### src/core/serial_bit_engine.sv
// serial programming link: shared constants and the bit-level line engine
// assumes one system clock; an external pull-up holds the data line high
// How it works
// - data bytes travel least significant bit first, eight bits each
// - pages hold 128 bytes; a page write carries exactly 128 bytes unless the memory refuses a byte
// - write: start, device byte (select 0), three address bytes, data, stop
// - poll: start plus device byte; on refusal restart without stop
// - waiting out the write cycle keeps mode select low; clock and data keep toggling to poll
// - reads use device byte with select 1; current, random and sequential
// - current read: device byte, one byte out, then stop
// - random read: write header plus address, repeated start, read byte, stop
// - sequential read continues while acknowledged; last byte refused then stop
// - all programming happens only while mode select is held low
// - start is data falling under high clock, stop is data rising
// - receiver acknowledges by pulling data low, refuses by releasing it
// - device and address bytes travel most significant bit first
// - unused address bits are sent as given in cmd_addr, not forced to zero
package isp_pkg;
	localparam int CLK_PERIOD_NS = 25;
	localparam int SCL_PERIOD_NS = 400;
	localparam int QTR_CYC = SCL_PERIOD_NS / (4 * CLK_PERIOD_NS);
	localparam logic [17:0] PAGE_BYTES = 18'h00080;
	localparam logic [1:0] ADDR_LAST = 2'h2;
	localparam logic [7:0] POLL_MAX = 8'hFF;
	localparam logic [1:0] K_START = 2'h0;
	localparam logic [1:0] K_STOP = 2'h1;
	localparam logic [1:0] K_BIT = 2'h2;
	localparam logic [1:0] OP_WRITE = 2'h0;
	localparam logic [1:0] OP_READ_CUR = 2'h1;
	localparam logic [1:0] OP_READ_RAND = 2'h2;
endpackage : isp_pkg

`timescale 1ns/10ps
module serial_bit_engine #(
	parameter int QTR = isp_pkg::QTR_CYC
) (
	input wire logic clk_sys, // system clock
	input wire logic sys_rst, // synchronous reset, high
	input wire logic sda_pin, // data line level from the pin
	input wire logic sym_go, // start one symbol
	input wire logic [1:0] sym_kind, // start, stop or bit
	input wire logic sym_bit, // bit to send, 1 releases
	output logic sym_done, // symbol finished, one cycle
	output logic sym_rx, // line level sampled at clock high
	output logic scl_q, // serial clock drive
	output logic sda_oe_n_q // low while pulling data low
);
	import isp_pkg::*;

	logic busy_q, busy_d, kind_bit_q;
	logic [1:0] kind_q, kind_d, ph_q, ph_d;
	logic bit_q, bit_d, done_d, rx_d, scl_d, oe_n_d;
	logic [7:0] cnt_q, cnt_d;
	logic sda_meta_q, sda_sync_q;

	// two stages before any logic looks at the pin
	always_ff @(posedge clk_sys) begin
		sda_meta_q <= sda_pin;
		sda_sync_q <= sda_meta_q;
	end

	// four quarter phases per symbol; inside a bit data only moves while clock is low, start and stop move it under high clock
	always_comb begin
		busy_d = busy_q;
		kind_d = kind_q;
		bit_d = bit_q;
		ph_d = ph_q;
		cnt_d = cnt_q;
		done_d = 1'b0;
		rx_d = sym_rx;
		scl_d = scl_q;
		oe_n_d = sda_oe_n_q;
		if (!busy_q) begin
			if (sym_go) begin
				busy_d = 1'b1;
				kind_d = sym_kind;
				bit_d = sym_bit;
				ph_d = 2'h0;
				cnt_d = 8'h00;
			end
		end else if (cnt_q == 8'(QTR - 1)) begin
			cnt_d = 8'h00;
			ph_d = ph_q + 2'h1;
			if (ph_q == 2'h2 && kind_q == K_BIT) begin
				rx_d = sda_sync_q;
			end
			if (ph_q == 2'h3) begin
				busy_d = 1'b0;
				done_d = 1'b1;
			end
		end else begin
			cnt_d = cnt_q + 8'h01;
		end
		if (busy_d) begin
			case (kind_d)
				K_START: begin
					scl_d = (ph_d == 2'h1) || (ph_d == 2'h2);
					oe_n_d = (ph_d == 2'h0) || (ph_d == 2'h1);
				end
				K_STOP: begin
					scl_d = (ph_d != 2'h0);
					oe_n_d = (ph_d == 2'h2) || (ph_d == 2'h3);
				end
				default: begin
					scl_d = (ph_d == 2'h1) || (ph_d == 2'h2);
					oe_n_d = bit_d;
				end
			endcase
		end
	end

	always_ff @(posedge clk_sys) begin
		if (sys_rst) begin
			busy_q <= 1'b0;
			kind_q <= K_STOP;
			bit_q <= 1'b1;
			ph_q <= 2'h0;
			cnt_q <= 8'h00;
			sym_done <= 1'b0;
			sym_rx <= 1'b1;
			scl_q <= 1'b1;
			sda_oe_n_q <= 1'b1;
		end else begin
			busy_q <= busy_d;
			kind_q <= kind_d;
			bit_q <= bit_d;
			ph_q <= ph_d;
			cnt_q <= cnt_d;
			sym_done <= done_d;
			sym_rx <= rx_d;
			scl_q <= scl_d;
			sda_oe_n_q <= oe_n_d;
		end
	end

	assign kind_bit_q = busy_q && kind_q == K_BIT;
endmodule : serial_bit_engine

### src/core/isp_programmer.sv
// host-side programmer for the serial configuration memory port
// assumes serial_bit_engine and isp_pkg compiled first; data line pulled up
`timescale 1ns/10ps
module isp_programmer #(
	parameter logic [6:0] DEV_ID7 = 7'h2A // device address, arbitrary
) (
	input wire logic clk_sys, // system clock
	input wire logic sys_rst, // synchronous reset, high
	input wire logic program_enable, // request programming mode
	input wire logic cmd_valid, // command offered
	output logic cmd_ready, // command accepted when both high
	input wire logic [1:0] cmd_op, // isp_pkg::OP_* code
	input wire logic [23:0] cmd_addr, // start address (write, random read)
	input wire logic [17:0] cmd_len, // bytes to read, 0 means 1
	input wire logic [7:0] wr_data, // page byte to write
	input wire logic wr_valid, // page byte offered
	output logic wr_ready, // page byte taken when both high
	output logic [7:0] rd_data, // byte read back
	output logic rd_valid, // rd_data new, one cycle
	output logic done, // command finished, one cycle
	output logic error, // refusal seen, level until next command
	output logic serial_clock_line, // serial clock to the memory
	input wire logic serial_data_line_in, // data line level
	output logic serial_data_line_out, // data drive value, always low
	output logic serial_data_line_oe_n, // low while pulling data low
	output logic program_mode_select_n // low selects programming mode
);
	import isp_pkg::*;

	typedef enum logic [7:0] {
		S_IDLE = 8'h01, S_START = 8'h02, S_TXBIT = 8'h04, S_RXACK = 8'h08,
		S_WLOAD = 8'h10, S_RXBIT = 8'h20, S_TXACK = 8'h40, S_STOP = 8'h80
	} state_e;
	typedef enum logic [1:0] {
		ROLE_DEV = 2'h0, ROLE_ADDR = 2'h1, ROLE_DATA = 2'h2
	} role_e;

	state_e state_q, state_d;
	role_e role_q, role_d;
	logic [1:0] op_q, op_d, idx_q, idx_d;
	logic [23:0] addr_q, addr_d;
	logic [17:0] len_q, len_d, count_q, count_d;
	logic [7:0] tx_q, tx_d, rx_q, rx_d, poll_q, poll_d, rdd_d;
	logic [2:0] bitcnt_q, bitcnt_d;
	logic rphase_q, rphase_d, go_q, go_d, sbit_q, sbit_d;
	logic [1:0] kind_q, kind_d;
	logic cmdr_d, wrr_d, rdv_d, done_d, err_d, pn_d, sdo_d;
	logic sym_done, sym_rx, ack, last_rd;

	serial_bit_engine #(.QTR(QTR_CYC)) u_eng (
		.clk_sys(clk_sys),
		.sys_rst(sys_rst),
		.sda_pin(serial_data_line_in),
		.sym_go(go_q),
		.sym_kind(kind_q),
		.sym_bit(sbit_q),
		.sym_done(sym_done),
		.sym_rx(sym_rx),
		.scl_q(serial_clock_line),
		.sda_oe_n_q(serial_data_line_oe_n)
	);

	assign ack = !sym_rx;
	assign last_rd = (count_q == len_q - 18'h00001);

	// byte sequencer: one engine symbol in flight at a time
	always_comb begin
		state_d = state_q;
		role_d = role_q;
		op_d = op_q;
		idx_d = idx_q;
		addr_d = addr_q;
		len_d = len_q;
		count_d = count_q;
		tx_d = tx_q;
		rx_d = rx_q;
		poll_d = poll_q;
		bitcnt_d = bitcnt_q;
		rphase_d = rphase_q;
		go_d = 1'b0;
		kind_d = kind_q;
		sbit_d = sbit_q;
		cmdr_d = 1'b0;
		wrr_d = 1'b0;
		rdv_d = 1'b0;
		rdd_d = rd_data;
		done_d = 1'b0;
		err_d = error;
		pn_d = program_mode_select_n;
		sdo_d = 1'b0;
		case (state_q)
			S_IDLE: begin
				// mode select only moves between commands
				pn_d = !program_enable;
				cmdr_d = program_enable && !program_mode_select_n;
				if (cmd_valid && cmd_ready) begin
					cmdr_d = 1'b0;
					op_d = cmd_op;
					addr_d = cmd_addr;
					len_d = (cmd_len == 18'h00000) ? 18'h00001 : cmd_len;
					count_d = 18'h00000;
					poll_d = 8'h00;
					err_d = 1'b0;
					rphase_d = (cmd_op == OP_READ_CUR);
					state_d = S_START;
					go_d = 1'b1;
					kind_d = K_START;
				end
			end
			S_START: begin
				if (sym_done) begin
					role_d = ROLE_DEV;
					tx_d = {DEV_ID7, rphase_q};
					bitcnt_d = 3'h0;
					state_d = S_TXBIT;
					go_d = 1'b1;
					kind_d = K_BIT;
					sbit_d = DEV_ID7[6];
				end
			end
			S_TXBIT: begin
				if (sym_done) begin
					go_d = 1'b1;
					kind_d = K_BIT;
					if (bitcnt_q == 3'h7) begin
						state_d = S_RXACK;
						sbit_d = 1'b1;
					end else begin
						bitcnt_d = bitcnt_q + 3'h1;
						if (role_q == ROLE_DATA) begin
							tx_d = {1'b0, tx_q[7:1]};
							sbit_d = tx_q[1];
						end else begin
							tx_d = {tx_q[6:0], 1'b0};
							sbit_d = tx_q[6];
						end
					end
				end
			end
			S_RXACK: begin
				if (sym_done) begin
					go_d = 1'b1;
					if (!ack) begin
						if (role_q == ROLE_DEV && op_q == OP_WRITE &&
							poll_q != POLL_MAX) begin
							// memory busy writing: retry, no stop
							poll_d = poll_q + 8'h01;
							state_d = S_START;
							kind_d = K_START;
						end else begin
							err_d = 1'b1;
							state_d = S_STOP;
							kind_d = K_STOP;
						end
					end else begin
						case (role_q)
							ROLE_DEV: begin
								if (rphase_q) begin
									bitcnt_d = 3'h0;
									state_d = S_RXBIT;
									kind_d = K_BIT;
									sbit_d = 1'b1;
								end else begin
									role_d = ROLE_ADDR;
									idx_d = 2'h0;
									tx_d = addr_q[23:16];
									bitcnt_d = 3'h0;
									state_d = S_TXBIT;
									kind_d = K_BIT;
									sbit_d = addr_q[23];
								end
							end
							ROLE_ADDR: begin
								if (idx_q == ADDR_LAST) begin
									go_d = 1'b0;
									if (op_q == OP_WRITE) begin
										role_d = ROLE_DATA;
										state_d = S_WLOAD;
									end else begin
										// header only loaded the counter
										go_d = 1'b1;
										rphase_d = 1'b1;
										state_d = S_START;
										kind_d = K_START;
									end
								end else begin
									idx_d = idx_q + 2'h1;
									tx_d = (idx_q == 2'h0) ? addr_q[15:8]
										: addr_q[7:0];
									bitcnt_d = 3'h0;
									state_d = S_TXBIT;
									kind_d = K_BIT;
									sbit_d = tx_d[7];
								end
							end
							default: begin
								count_d = count_q + 18'h00001;
								if (count_q == PAGE_BYTES - 18'h00001) begin
									state_d = S_STOP;
									kind_d = K_STOP;
								end else begin
									go_d = 1'b0;
									state_d = S_WLOAD;
								end
							end
						endcase
					end
				end
			end
			S_WLOAD: begin
				// stalls the page until the user offers the next byte
				wrr_d = 1'b1;
				if (wr_ready && wr_valid) begin
					wrr_d = 1'b0;
					tx_d = wr_data;
					bitcnt_d = 3'h0;
					state_d = S_TXBIT;
					go_d = 1'b1;
					kind_d = K_BIT;
					sbit_d = wr_data[0];
				end
			end
			S_RXBIT: begin
				if (sym_done) begin
					go_d = 1'b1;
					kind_d = K_BIT;
					rx_d = {sym_rx, rx_q[7:1]};
					if (bitcnt_q == 3'h7) begin
						rdd_d = rx_d;
						rdv_d = 1'b1;
						count_d = count_q + 18'h00001;
						state_d = S_TXACK;
						sbit_d = last_rd;
					end else begin
						bitcnt_d = bitcnt_q + 3'h1;
						sbit_d = 1'b1;
					end
				end
			end
			S_TXACK: begin
				if (sym_done) begin
					go_d = 1'b1;
					if (sbit_q) begin
						state_d = S_STOP;
						kind_d = K_STOP;
					end else begin
						bitcnt_d = 3'h0;
						state_d = S_RXBIT;
						kind_d = K_BIT;
						sbit_d = 1'b1;
					end
				end
			end
			S_STOP: begin
				if (sym_done) begin
					done_d = 1'b1;
					state_d = S_IDLE;
				end
			end
			default: begin
				state_d = S_IDLE;
			end
		endcase
	end

	always_ff @(posedge clk_sys) begin
		if (sys_rst) begin
			state_q <= S_IDLE;
			role_q <= ROLE_DEV;
			op_q <= OP_WRITE;
			idx_q <= 2'h0;
			addr_q <= 24'h000000;
			len_q <= 18'h00001;
			count_q <= 18'h00000;
			tx_q <= 8'h00;
			rx_q <= 8'h00;
			poll_q <= 8'h00;
			bitcnt_q <= 3'h0;
			rphase_q <= 1'b0;
			go_q <= 1'b0;
			kind_q <= K_STOP;
			sbit_q <= 1'b1;
			cmd_ready <= 1'b0;
			wr_ready <= 1'b0;
			rd_valid <= 1'b0;
			rd_data <= 8'h00;
			done <= 1'b0;
			error <= 1'b0;
			program_mode_select_n <= 1'b1;
			serial_data_line_out <= 1'b0;
		end else begin
			state_q <= state_d;
			role_q <= role_d;
			op_q <= op_d;
			idx_q <= idx_d;
			addr_q <= addr_d;
			len_q <= len_d;
			count_q <= count_d;
			tx_q <= tx_d;
			rx_q <= rx_d;
			poll_q <= poll_d;
			bitcnt_q <= bitcnt_d;
			rphase_q <= rphase_d;
			go_q <= go_d;
			kind_q <= kind_d;
			sbit_q <= sbit_d;
			cmd_ready <= cmdr_d;
			wr_ready <= wrr_d;
			rd_valid <= rdv_d;
			rd_data <= rdd_d;
			done <= done_d;
			error <= err_d;
			program_mode_select_n <= pn_d;
			serial_data_line_out <= sdo_d;
		end
	end
endmodule : isp_programmer

### config.mk
export PLATFORM = sky130hd
export DESIGN_NAME = isp_programmer
export DESIGN_NICKNAME = d
export VERILOG_FILES = /design/src/core/serial_bit_engine.sv /design/src/core/isp_programmer.sv
export SDC_FILE = /design/constraint.sdc
export NUM_CORES = 1
export LEC_CHECK = 0
export BUFFER_PORTS_ARGS = -buffer_cell sky130_fd_sc_hd__buf_2
export CORE_MARGIN = 2
export CORE_UTILIZATION = 40
export CTS_CLUSTER_SIZE = 30
export DETAILED_ROUTE_END_ITERATION = 10
export PLACE_DENSITY_LB_ADDON = 0.08
export SYNTH_ARGS = -nofsm -noshare
export SYNTH_HDL_FRONTEND = slang
export SYNTH_SLANG_ARGS = --single-unit
export TNS_END_PERCENT = 20
### constraint.sdc
create_clock -name clk_sys -period 3.1 [get_ports clk_sys]
set_input_delay 0.62 -clock clk_sys [delete_from_list [all_inputs] [get_ports clk_sys]]
set_output_delay 0.62 -clock clk_sys [all_outputs]
set_load 0.02 [all_outputs]
==> metrics, run 1 <==
Clock power frac=0.426; Syn-to-layout area delta=16.65%; CTS Root Cell=clkbuf_16; worst setup margin=0.5241 ns; initial antenna violation count=0; ys async rst share=0; Clock Skew=0.007883 ns; CP max FO=11; pwr dens=630.2 nW/um2; switching share of power=0.3018; final WL=20.62 mm; Leak=3.230 nW; Critical Path RT=3.39 ns; core area=18150 um2; max_cap viols=0; clock tree buffer depth=2; total number of vias=6790; DIE AREA=19740 um2; sequential fraction of the synthesis area=0.3733; status=finished, final reports clean; ANT cells=0; DRC viols=0; crit end category=flip-flop; H-Tree Depth=4; PortBufs=73; Initial Utilization=0.4107; post-cts sizing count=0; layout cells sized above 1=0.1625; mapped cell area=7453 um2; slowest CP cell=or3_4; fill cell count=1834; Worst-Skew Late Latency=0.42 ns; Psw=1.654 mW; site row count=49; grt ovf=0; endpoints failing setup=0; Pint=3.825 mW; vias in the first global route=6484; CP Class=reg2reg; setup repair bufs after CTS=0; ys flop type=dfxtp_1; Max Fclk=0.3882 GHz; hold_buf cts=0; sequential power share=0.370; Final Hold Fails=0; final net count=1053; worst path cell trace=or3_4 -> nor4_4 -> nor2_2 -> a211o_1 -> a2111oi_0 -> nor3_1; drt wl/cell=16.82 um; Mapped Cells=932; Tightest Pin Transition=0.7699 ns; VDD IR max=0.0004081 V; worst hold path type=in2reg; final worst-path cycle share=0.8309; largest net degree at the start of global routing=106; final setup TNS=0 ns; max-slew violation count=0; drt pass-1 iters=5; clk slew on worst S/H paths=0.06 ns; Mapped Nets=1001; Inserted Clock Buffers=17; Post-synth EDFFs=0; clock sink count=139; clock period minus worst slack=2.576 ns; synth unique cells=73; DP Worst Slack=0.5811 ns; DR vias/cell=5.538; die height=140.5 um; Mean Syn Cell Area=7.997 um2; WP data arrival=2.87 ns; Synth Register Bits=139; DR iter-0 viols=469; RSZ-0062 raised after global routing=no; Logic pwr share=0.204; critical path's largest stage delay=0.47 ns; Slew headroom=0.4820; TritonCTS clock tree=yes; CP Launch Type=flip-flop; first-pass GRT wire length=34.47 mm; final antenna-violating net count=0; Ports=75; Pwr Total=5.479 mW; GPL Wtd Cong=0.9080; Die X-Extent=140.5 um; worst hold margin=0.3000 ns; Syn. warnings=0; GRT Overall Usage=0.2161; post-DP HPWL=14.88 mm
[power groups by stage]
| stage | clock network (mW) | logic [mW] | registers, mW |
|---|---|---|---|
| floorplan | 0 | 0.788 | 2.04 |
| global placement | 0 | 1.11 | 2.06 |
| detailed placement | 0 | 1.11 | 2.06 |
| CTS | 2.38 | 1.11 | 2.02 |
| global route | 2.46 | 1.24 | 2.04 |
| finish | 2.33 | 1.12 | 2.03 |
[per-stage QoR]
stage | utilization | std cells | cell area, um2
after floorplan | - | 932 | 7453
after global placement | 0.4422 | 1194 | 8024
after detailed placement | 0.4422 | 1194 | 8024
after CTS | 0.4791 | 1226 | 8695
after global routing | 0.4791 | 1226 | 8695
final | 0.4791 | 1226 | 8695
[kinds of logic (layout without fill, tap and decap cells)]
| family | Yosys count | in the layout | synth area share |
|---|---|---|---|
| simple gates | 423 | 423 | 0.2981 |
| compound gates | 208 | 208 | 0.1771 |
| flops | 139 | 139 | 0.3733 |
| buf+inv | 81 | 146 | 0.04684 |
| xor+xnor | 43 | 43 | 0.05053 |
| mux | 26 | 26 | 0.03508 |
| fa+ha+maj | 11 | 11 | 0.01847 |
| other cells | 1 | 1 | 0.0005031 |
[layout make-up]
cell class	count	area (um2)	share of cell area
clock buffers	18	429.2	0.04936
clock inverters	14	241.5	0.02777
inverters	20	75.07	0.008634
multi-input cells	712	4329	0.4979
flip-flops and latches	139	2783	0.3200
well taps	229	286.5	0.03295
repair buffers	94	550.5	0.06332
[sequential cells by signal, indices dropped and copies added (netlist names), 2 cells and up]
| name | cells |
|---|---|
| bitcnt_q | 3 |
| kind_q | 2 |
| u_eng.cnt_q | 8 |
| addr_q | 24 |
| rd_data | 8 |
| op_q | 2 |
| poll_q | 8 |
| rx_q | 7 |
| role_q | 2 |
| state_q | 8 |
| u_eng.kind_q | 2 |
| tx_q | 8 |
| len_q | 18 |
| u_eng.ph_q | 2 |
| idx_q | 2 |
| count_q | 18 |
[layer usage]
metal	global-route usage	up-vias	share of wire
met5	0	-	0
met4	0.03842	0	0.0072
met3	0.04547	11	0.044
met2	0.3199	150	0.43
met1	0.3264	3170	0.52
li1	-	3459	-
[cells in the mapped netlist, types with 7 or more instances]
cell,count,share of area
xor2_1,15,0.018
a211oi_1,12,0.012
nand2_1,147,0.074
nand4_1,18,0.015
mux2i_1,25,0.034
dfxtp_1,139,0.37
ha_1,11,0.018
o21ai_0,36,0.024
nor4_2,7,0.012
a211o_1,7,0.0082
nand3_1,35,0.024
buf_2,10,0.0067
nor2b_1,13,0.011
nor4_1,17,0.014
xnor2_1,28,0.033
a21oi_1,89,0.060
nor3_1,21,0.014
and4_1,7,0.0082
clkbuf_1,38,0.019
inv_1,19,0.0096
a31oi_1,9,0.0076
or3_1,11,0.0092
nor2_1,87,0.044
and3_1,8,0.0067
[critical path: cells and delay by family (launching register included)]
kind            cells  cell delay [ns]
compound gates      2             0.90
simple gates        4             1.13
flops               1             0.42
[path summary, 6_finish.rpt]
kind	slack [ns]	depth (start not counted)	from	endpoint
min	0.30	1	serial_data_line_in	u_eng.sda_meta_q
max	0.52	6	state_q[6]	tx_q[0]
min reg2reg	0.32	0	u_eng.sda_meta_q	u_eng.sda_sync_q
max reg2reg	0.52	6	state_q[6]	tx_q[0]
[cell usage in the layout (no fill, tap or decap), types with 4 or more instances in the layout]
master and count:
clkinvlp_4 4, nor4_4 5, nor4b_1 5, a311oi_1 4, mux2i_1 25, dfxtp_1 139, nor4_1 17, a31oi_1 9
and3_1 8, xnor2_1 28, a31o_2 6, a211o_1 7, nor4_2 7, or4_1 5, buf_4 20, xor2_1 15
inv_1 19, or3_1 11, nor3b_1 4, or2_2 4, o211ai_1 6, nor2b_1 13, nand2b_1 6, or4b_2 4
nand2_1 147, a22oi_1 4, a211oi_1 12, nor3_1 21, and4_1 7, nand4_1 18, ha_1 11, nand3_1 35
o21ai_0 36, a21oi_1 89, and2_1 5, nor2_1 86, buf_2 72, clkbuf_16 17, bufinv_16 6
No activity file was read; power rests on OpenSTA's default activity.
==> run 2, diff against run 1 <==
clock period = 2.7 ns   (was 3.1 ns; I/O delays follow)
==> run 2 against run 1 <==
Effect of this change: via count is 2.4% higher; clock skew is essentially flat; first-iteration DRC count decreased by 0.64%; register-to-register slack worse by 0.33 ns; combinational power grew 19%; clock power is essentially flat; sequential power is 14% higher; maximum frequency up 2.7%; worst setup slack worse by 0.33 ns; sequential cell count unchanged; critical path depth did not move; non-clock buffer count is 14 higher; critical endpoint is now sbit_q.
==> metrics, run 2 (synthesis gave the netlist of run 1 again) <==
status=finished, final reports clean; final setup TNS=0 ns; DR vias/cell=5.610; design area=8695 um2; slowest CP cell=or3_4; DP Worst Slack=0.2237 ns; GRT Overall Usage=0.2100; GR peak layer=met1; Critical Path RT=2.99 ns; delay-heaviest family, CP=simple AND/OR/NAND/NOR gates; grt ovf=0; worst hold path type=in2reg; site row count=49; Syn-to-layout area delta=16.65%; Die X-Extent=140.5 um; clock tree buffer depth=2; post-cts sizing count=0; PortBufs=73; largest net degree at the start of global routing=47; final antenna-violating net count=0; min-delay src=serial_data_line_in; endpoints failing setup=0; Max Fclk=0.3989 GHz; pwr dens=684.5 nW/um2; clk slew on worst S/H paths=0.06 ns; total number of vias=6956; ANT cells=0; max_cap viols=0; clock period minus worst slack=2.507 ns; crit end category=flip-flop; M1 GR Usage=0.3092; worst hold margin=0.2219 ns; DIE AREA=19740 um2; met3 global-route usage=0.04034; max reg flops=24; H-Tree Depth=4; most frequent cells in the layout=nand2_1 (147), dfxtp_1 (139), a21oi_1 (89), nor2_1 (86), buf_2 (72); CP Launch Type=flip-flop; final net count=1067; worst path cell trace=or3_4 -> nor4_4 -> nor3_1 -> or3_1 -> a221oi_1 -> o31ai_1; placed insts=1208; layout cells sized above 1=0.1741; R2R Path Start=state_q[6]; Final Hold Fails=0; DRC viols=0; fill cell count=1820; Core Util, Final=0.4791; Initial Utilization=0.4107; Biggest register=addr_q; post-DP HPWL=15.24 mm; Ports=75; Slew headroom=0.4635; setup repair bufs after CTS=0; max-slew violation count=0; vias in the first global route=6459; core area=18150 um2; Worst-Skew Late Latency=0.42 ns; GPL Wtd Cong=0.9636; RSZ-0062 raised after global routing=no; Pwr Total=5.951 mW; leading registers by flop count=addr_q x24, count_q x18, len_q x18; hold_buf cts=0; critical path's largest stage delay=0.47 ns; final worst-path cycle share=0.9286; first-pass GRT wire length=33.41 mm; WP data arrival=2.79 ns; drt pass-1 iters=5; Tightest Pin Transition=0.7999 ns; Cell Count, Final, Fillers Out=1240; Worst Setup SP=state_q[6]; Inserted Clock Buffers=17; most common cell after layout, fill and taps aside=nand2_1; clock sink count=139; DR iter-0 viols=466; VDD IR max=0.0004440 V; CP max FO=9; die height=140.5 um; TritonCTS clock tree=yes; CTS Root Cell=clkbuf_16; worst setup margin=0.1928 ns; final WL=20.57 mm; placed cell area=8117 um2; GR met2 Demand/Resource=0.3091; Clock Skew=0.007501 ns; drt wl/cell=16.59 um; initial antenna violation count=0; CP Class=reg2reg; CP Buf/Inv Count=0; Leak=3.253 nW
[run 2: routing by layer]
metal | routed length (um) | part of all wire | vias up
met5 | 0 | 0 | -
met2 | 8738 | 0.42 | 184
met4 | 337 | 0.016 | 0
li1 | - | - | 3480
met1 | 10510 | 0.51 | 3263
met3 | 976 | 0.047 | 29
[run 2: layout make-up]
class / instances / area [um2] / share of cell area
Multi-Input combinational cell: 712 / 4329 / 0.4979
Timing Repair Buffer: 108 / 643.1 / 0.07397
Inverter: 20 / 75.07 / 0.008634
Sequential cell: 139 / 2783 / 0.3200
Clock buffer: 18 / 429.2 / 0.04936
Clock inverter: 14 / 148.9 / 0.01712
Tap cell: 229 / 286.5 / 0.03295
[run 2: worst paths after layout]
path,end,slack (ns),cells past startpoint
worst max-delay path,sbit_q,0.19,6
worst min-delay path,u_eng.sda_meta_q,0.22,1
worst max register to register,sbit_q,0.19,6
worst min register to register,u_eng.sda_sync_q,0.33,0
[run 2: power by group]
group	leakage [nW]	internal, mW	switching (mW)	total (mW)
clock	0.272	1.36	0.936	2.30
sequential	1.12	2.18	0.145	2.32
combinational	1.86	0.518	0.816	1.33
total	3.25	4.05	1.90	5.95
[run 2: worst register-to-register path: cells and delay by family (launching register included)]
| kind | cells | cell delay [ns] |
|---|---|---|
| AOI/OAI and AO/OA | 2 | 0.47 |
| DFF | 1 | 0.42 |
| and+or+nand+nor | 4 | 1.49 |
==> run 3, diff against run 2 <==
BUFFER_PORTS_ARGS = -buffer_cell sky130_fd_sc_hd__buf_4   (was -buffer_cell sky130_fd_sc_hd__buf_2)
SKIP_CTS_REPAIR_TIMING = 1   (was default)
==> run 3 against run 2 <==
Effect of this change: via count is 1.6% lower; hold slack worse by 0.0029 ns; critical endpoint is now tx_q[0]; largest cell class unchanged; critical path type unchanged; global-route usage is 0.13 points higher; utilization is 1.1 points higher; maximum frequency is 2.0% lower.
==> metrics, run 3 (synthesis gave the netlist of run 1 again) <==
status=finished, final reports clean; r2r endpoint=tx_q[0]; drt pass-1 iters=5; VDD IR max=0.0004206 V; Tightest Pin Transition=0.6174 ns; CP Class=reg2reg; Initial Utilization=0.4107; Critical Path RT=2.99 ns; CTS Root Cell=clkbuf_16; leading registers by flop count=addr_q x24, count_q x18, len_q x18; Met2 Routed Length=8.871 mm; Syn-to-layout area delta=19.44%; total number of vias=6848; Pwr Total=6.107 mW; max-slew violation count=0; Slew headroom=0.5852; max reg flops=24; Die X-Extent=140.5 um; initial antenna violation count=0; hold path depth=1; Leak=3.324 nW; clock sink count=139; final net count=1065; clock tree buffer depth=2; PortBufs=73; grt ovf=0; critical path's largest stage delay=0.47 ns; Logic pwr share=0.218; largest net degree at the start of global routing=47; final antenna-violating net count=0; switching share of power=0.3095; Final Hold Fails=0; CP max FO=11; design area=8902 um2; worst path cell trace=or3_4 -> nor4_4 -> nor2_2 -> a211o_1 -> a2111oi_0 -> nor3_1; Psw=1.890 mW; min-delay src=serial_data_line_in; final worst-path cycle share=0.9474; Inserted Clock Buffers=17; worst hold path type=in2reg; Biggest register=addr_q; Worst-Skew Late Latency=0.42 ns; most frequent cells in the layout=nand2_1 (147), dfxtp_1 (139), buf_4 (105), a21oi_1 (89), nor2_1 (86); WP data arrival=2.85 ns; RSZ-0062 raised after global routing=no; fill cell count=1848; Clock Skew=0.009281 ns; GPL Wtd Cong=0.9358; Max Fclk=0.3909 GHz; first-pass GRT wire length=33.47 mm; die height=140.5 um; GRT Overall Usage=0.2113; site row count=49; pwr dens=686.0 nW/um2; DIE AREA=19740 um2; R2R Path Start=state_q[6]; H-Tree Depth=4; TritonCTS clock tree=yes; crit end category=flip-flop; endpoints failing setup=0; sequential power share=0.381; layout cells sized above 1=0.1724; final WL=20.45 mm; DRC viols=0; max_cap viols=0; final setup TNS=0 ns; ANT cells=0; R2R Setup Slk=0.14 ns; hold worst-path end=u_eng.sda_meta_q; routed wl met3=1.034 mm; DR vias/cell=5.532; top sig layer=met4; wl on met1=10.27 mm; Pint=4.217 mW; most common cell after layout, fill and taps aside=nand2_1; DR iter-0 viols=558; logic depth of the worst register-to-register path=6; clk slew on worst S/H paths=0.06 ns; Clock power frac=0.400; CP Launch Type=flip-flop; vias in the first global route=6383; core area=18150 um2; post-DP HPWL=15.00 mm; placed cell area=8282 um2; clock period minus worst slack=2.558 ns; Ports=75; slowest CP cell=or3_4; drt wl/cell=16.52 um
## run 3: final cells by class
type / instances / area [um2] / area share
Sequential cell: 139 / 2783 / 0.3126
Clock inverter: 12 / 163.9 / 0.01841
Tap cell: 229 / 286.5 / 0.03219
Multi-Input combinational cell: 712 / 4329 / 0.4863
Clock buffer: 20 / 456.7 / 0.05130
Inverter: 20 / 75.07 / 0.008433
Timing Repair Buffer: 106 / 808.3 / 0.09079
## run 3: worst max-delay path by stage
stage,from,endpoint,cells past startpoint
final,state_q[6],tx_q[0],6
after global routing,state_q[6],tx_q[0],6
after CTS,state_q[6],tx_q[0],6
after detailed placement,state_q[6],tx_q[0],6
after global placement,state_q[6],tx_q[0],6
after floorplan,len_q[0],sbit_q,10
## run 3: critical path: cells and delay by family (launching register included)
family	cells	cell delay, ns
DFF	1	0.42
AOI/OAI and AO/OA	2	0.90
and+or+nand+nor	4	1.10
## run 3: metrics by stage
step,util,hold WS (ns),instances,setup WS [ns]
2_1_floorplan,-,0.3096,932,0.4479
3_3_place_gp,0.4564,0.3211,1206,0.2332
3_5_place_dp,0.4564,0.3154,1206,0.2109
4_1_cts,0.4906,0.2064,1238,0.1843
5_1_grt,0.4906,0.2023,1238,0.03215
6_report,0.4906,0.2190,1238,0.1420
## run 3: routing by layer
metal,vias to the layer above,GRT usage
met5,-,0
met4,0,0.06263
met3,19,0.04410
met2,169,0.3179
met1,3192,0.3051
li1,3468,-
## run 3: power groups by stage
stage | clock (mW) | combinational [mW] | sequential, mW
final | 2.44 | 1.33 | 2.33
after global routing | 2.59 | 1.46 | 2.35
after CTS | 2.49 | 1.33 | 2.32
after detailed placement | 0 | 1.32 | 2.37
after global placement | 0 | 1.32 | 2.37
after floorplan | 0 | 0.904 | 2.34
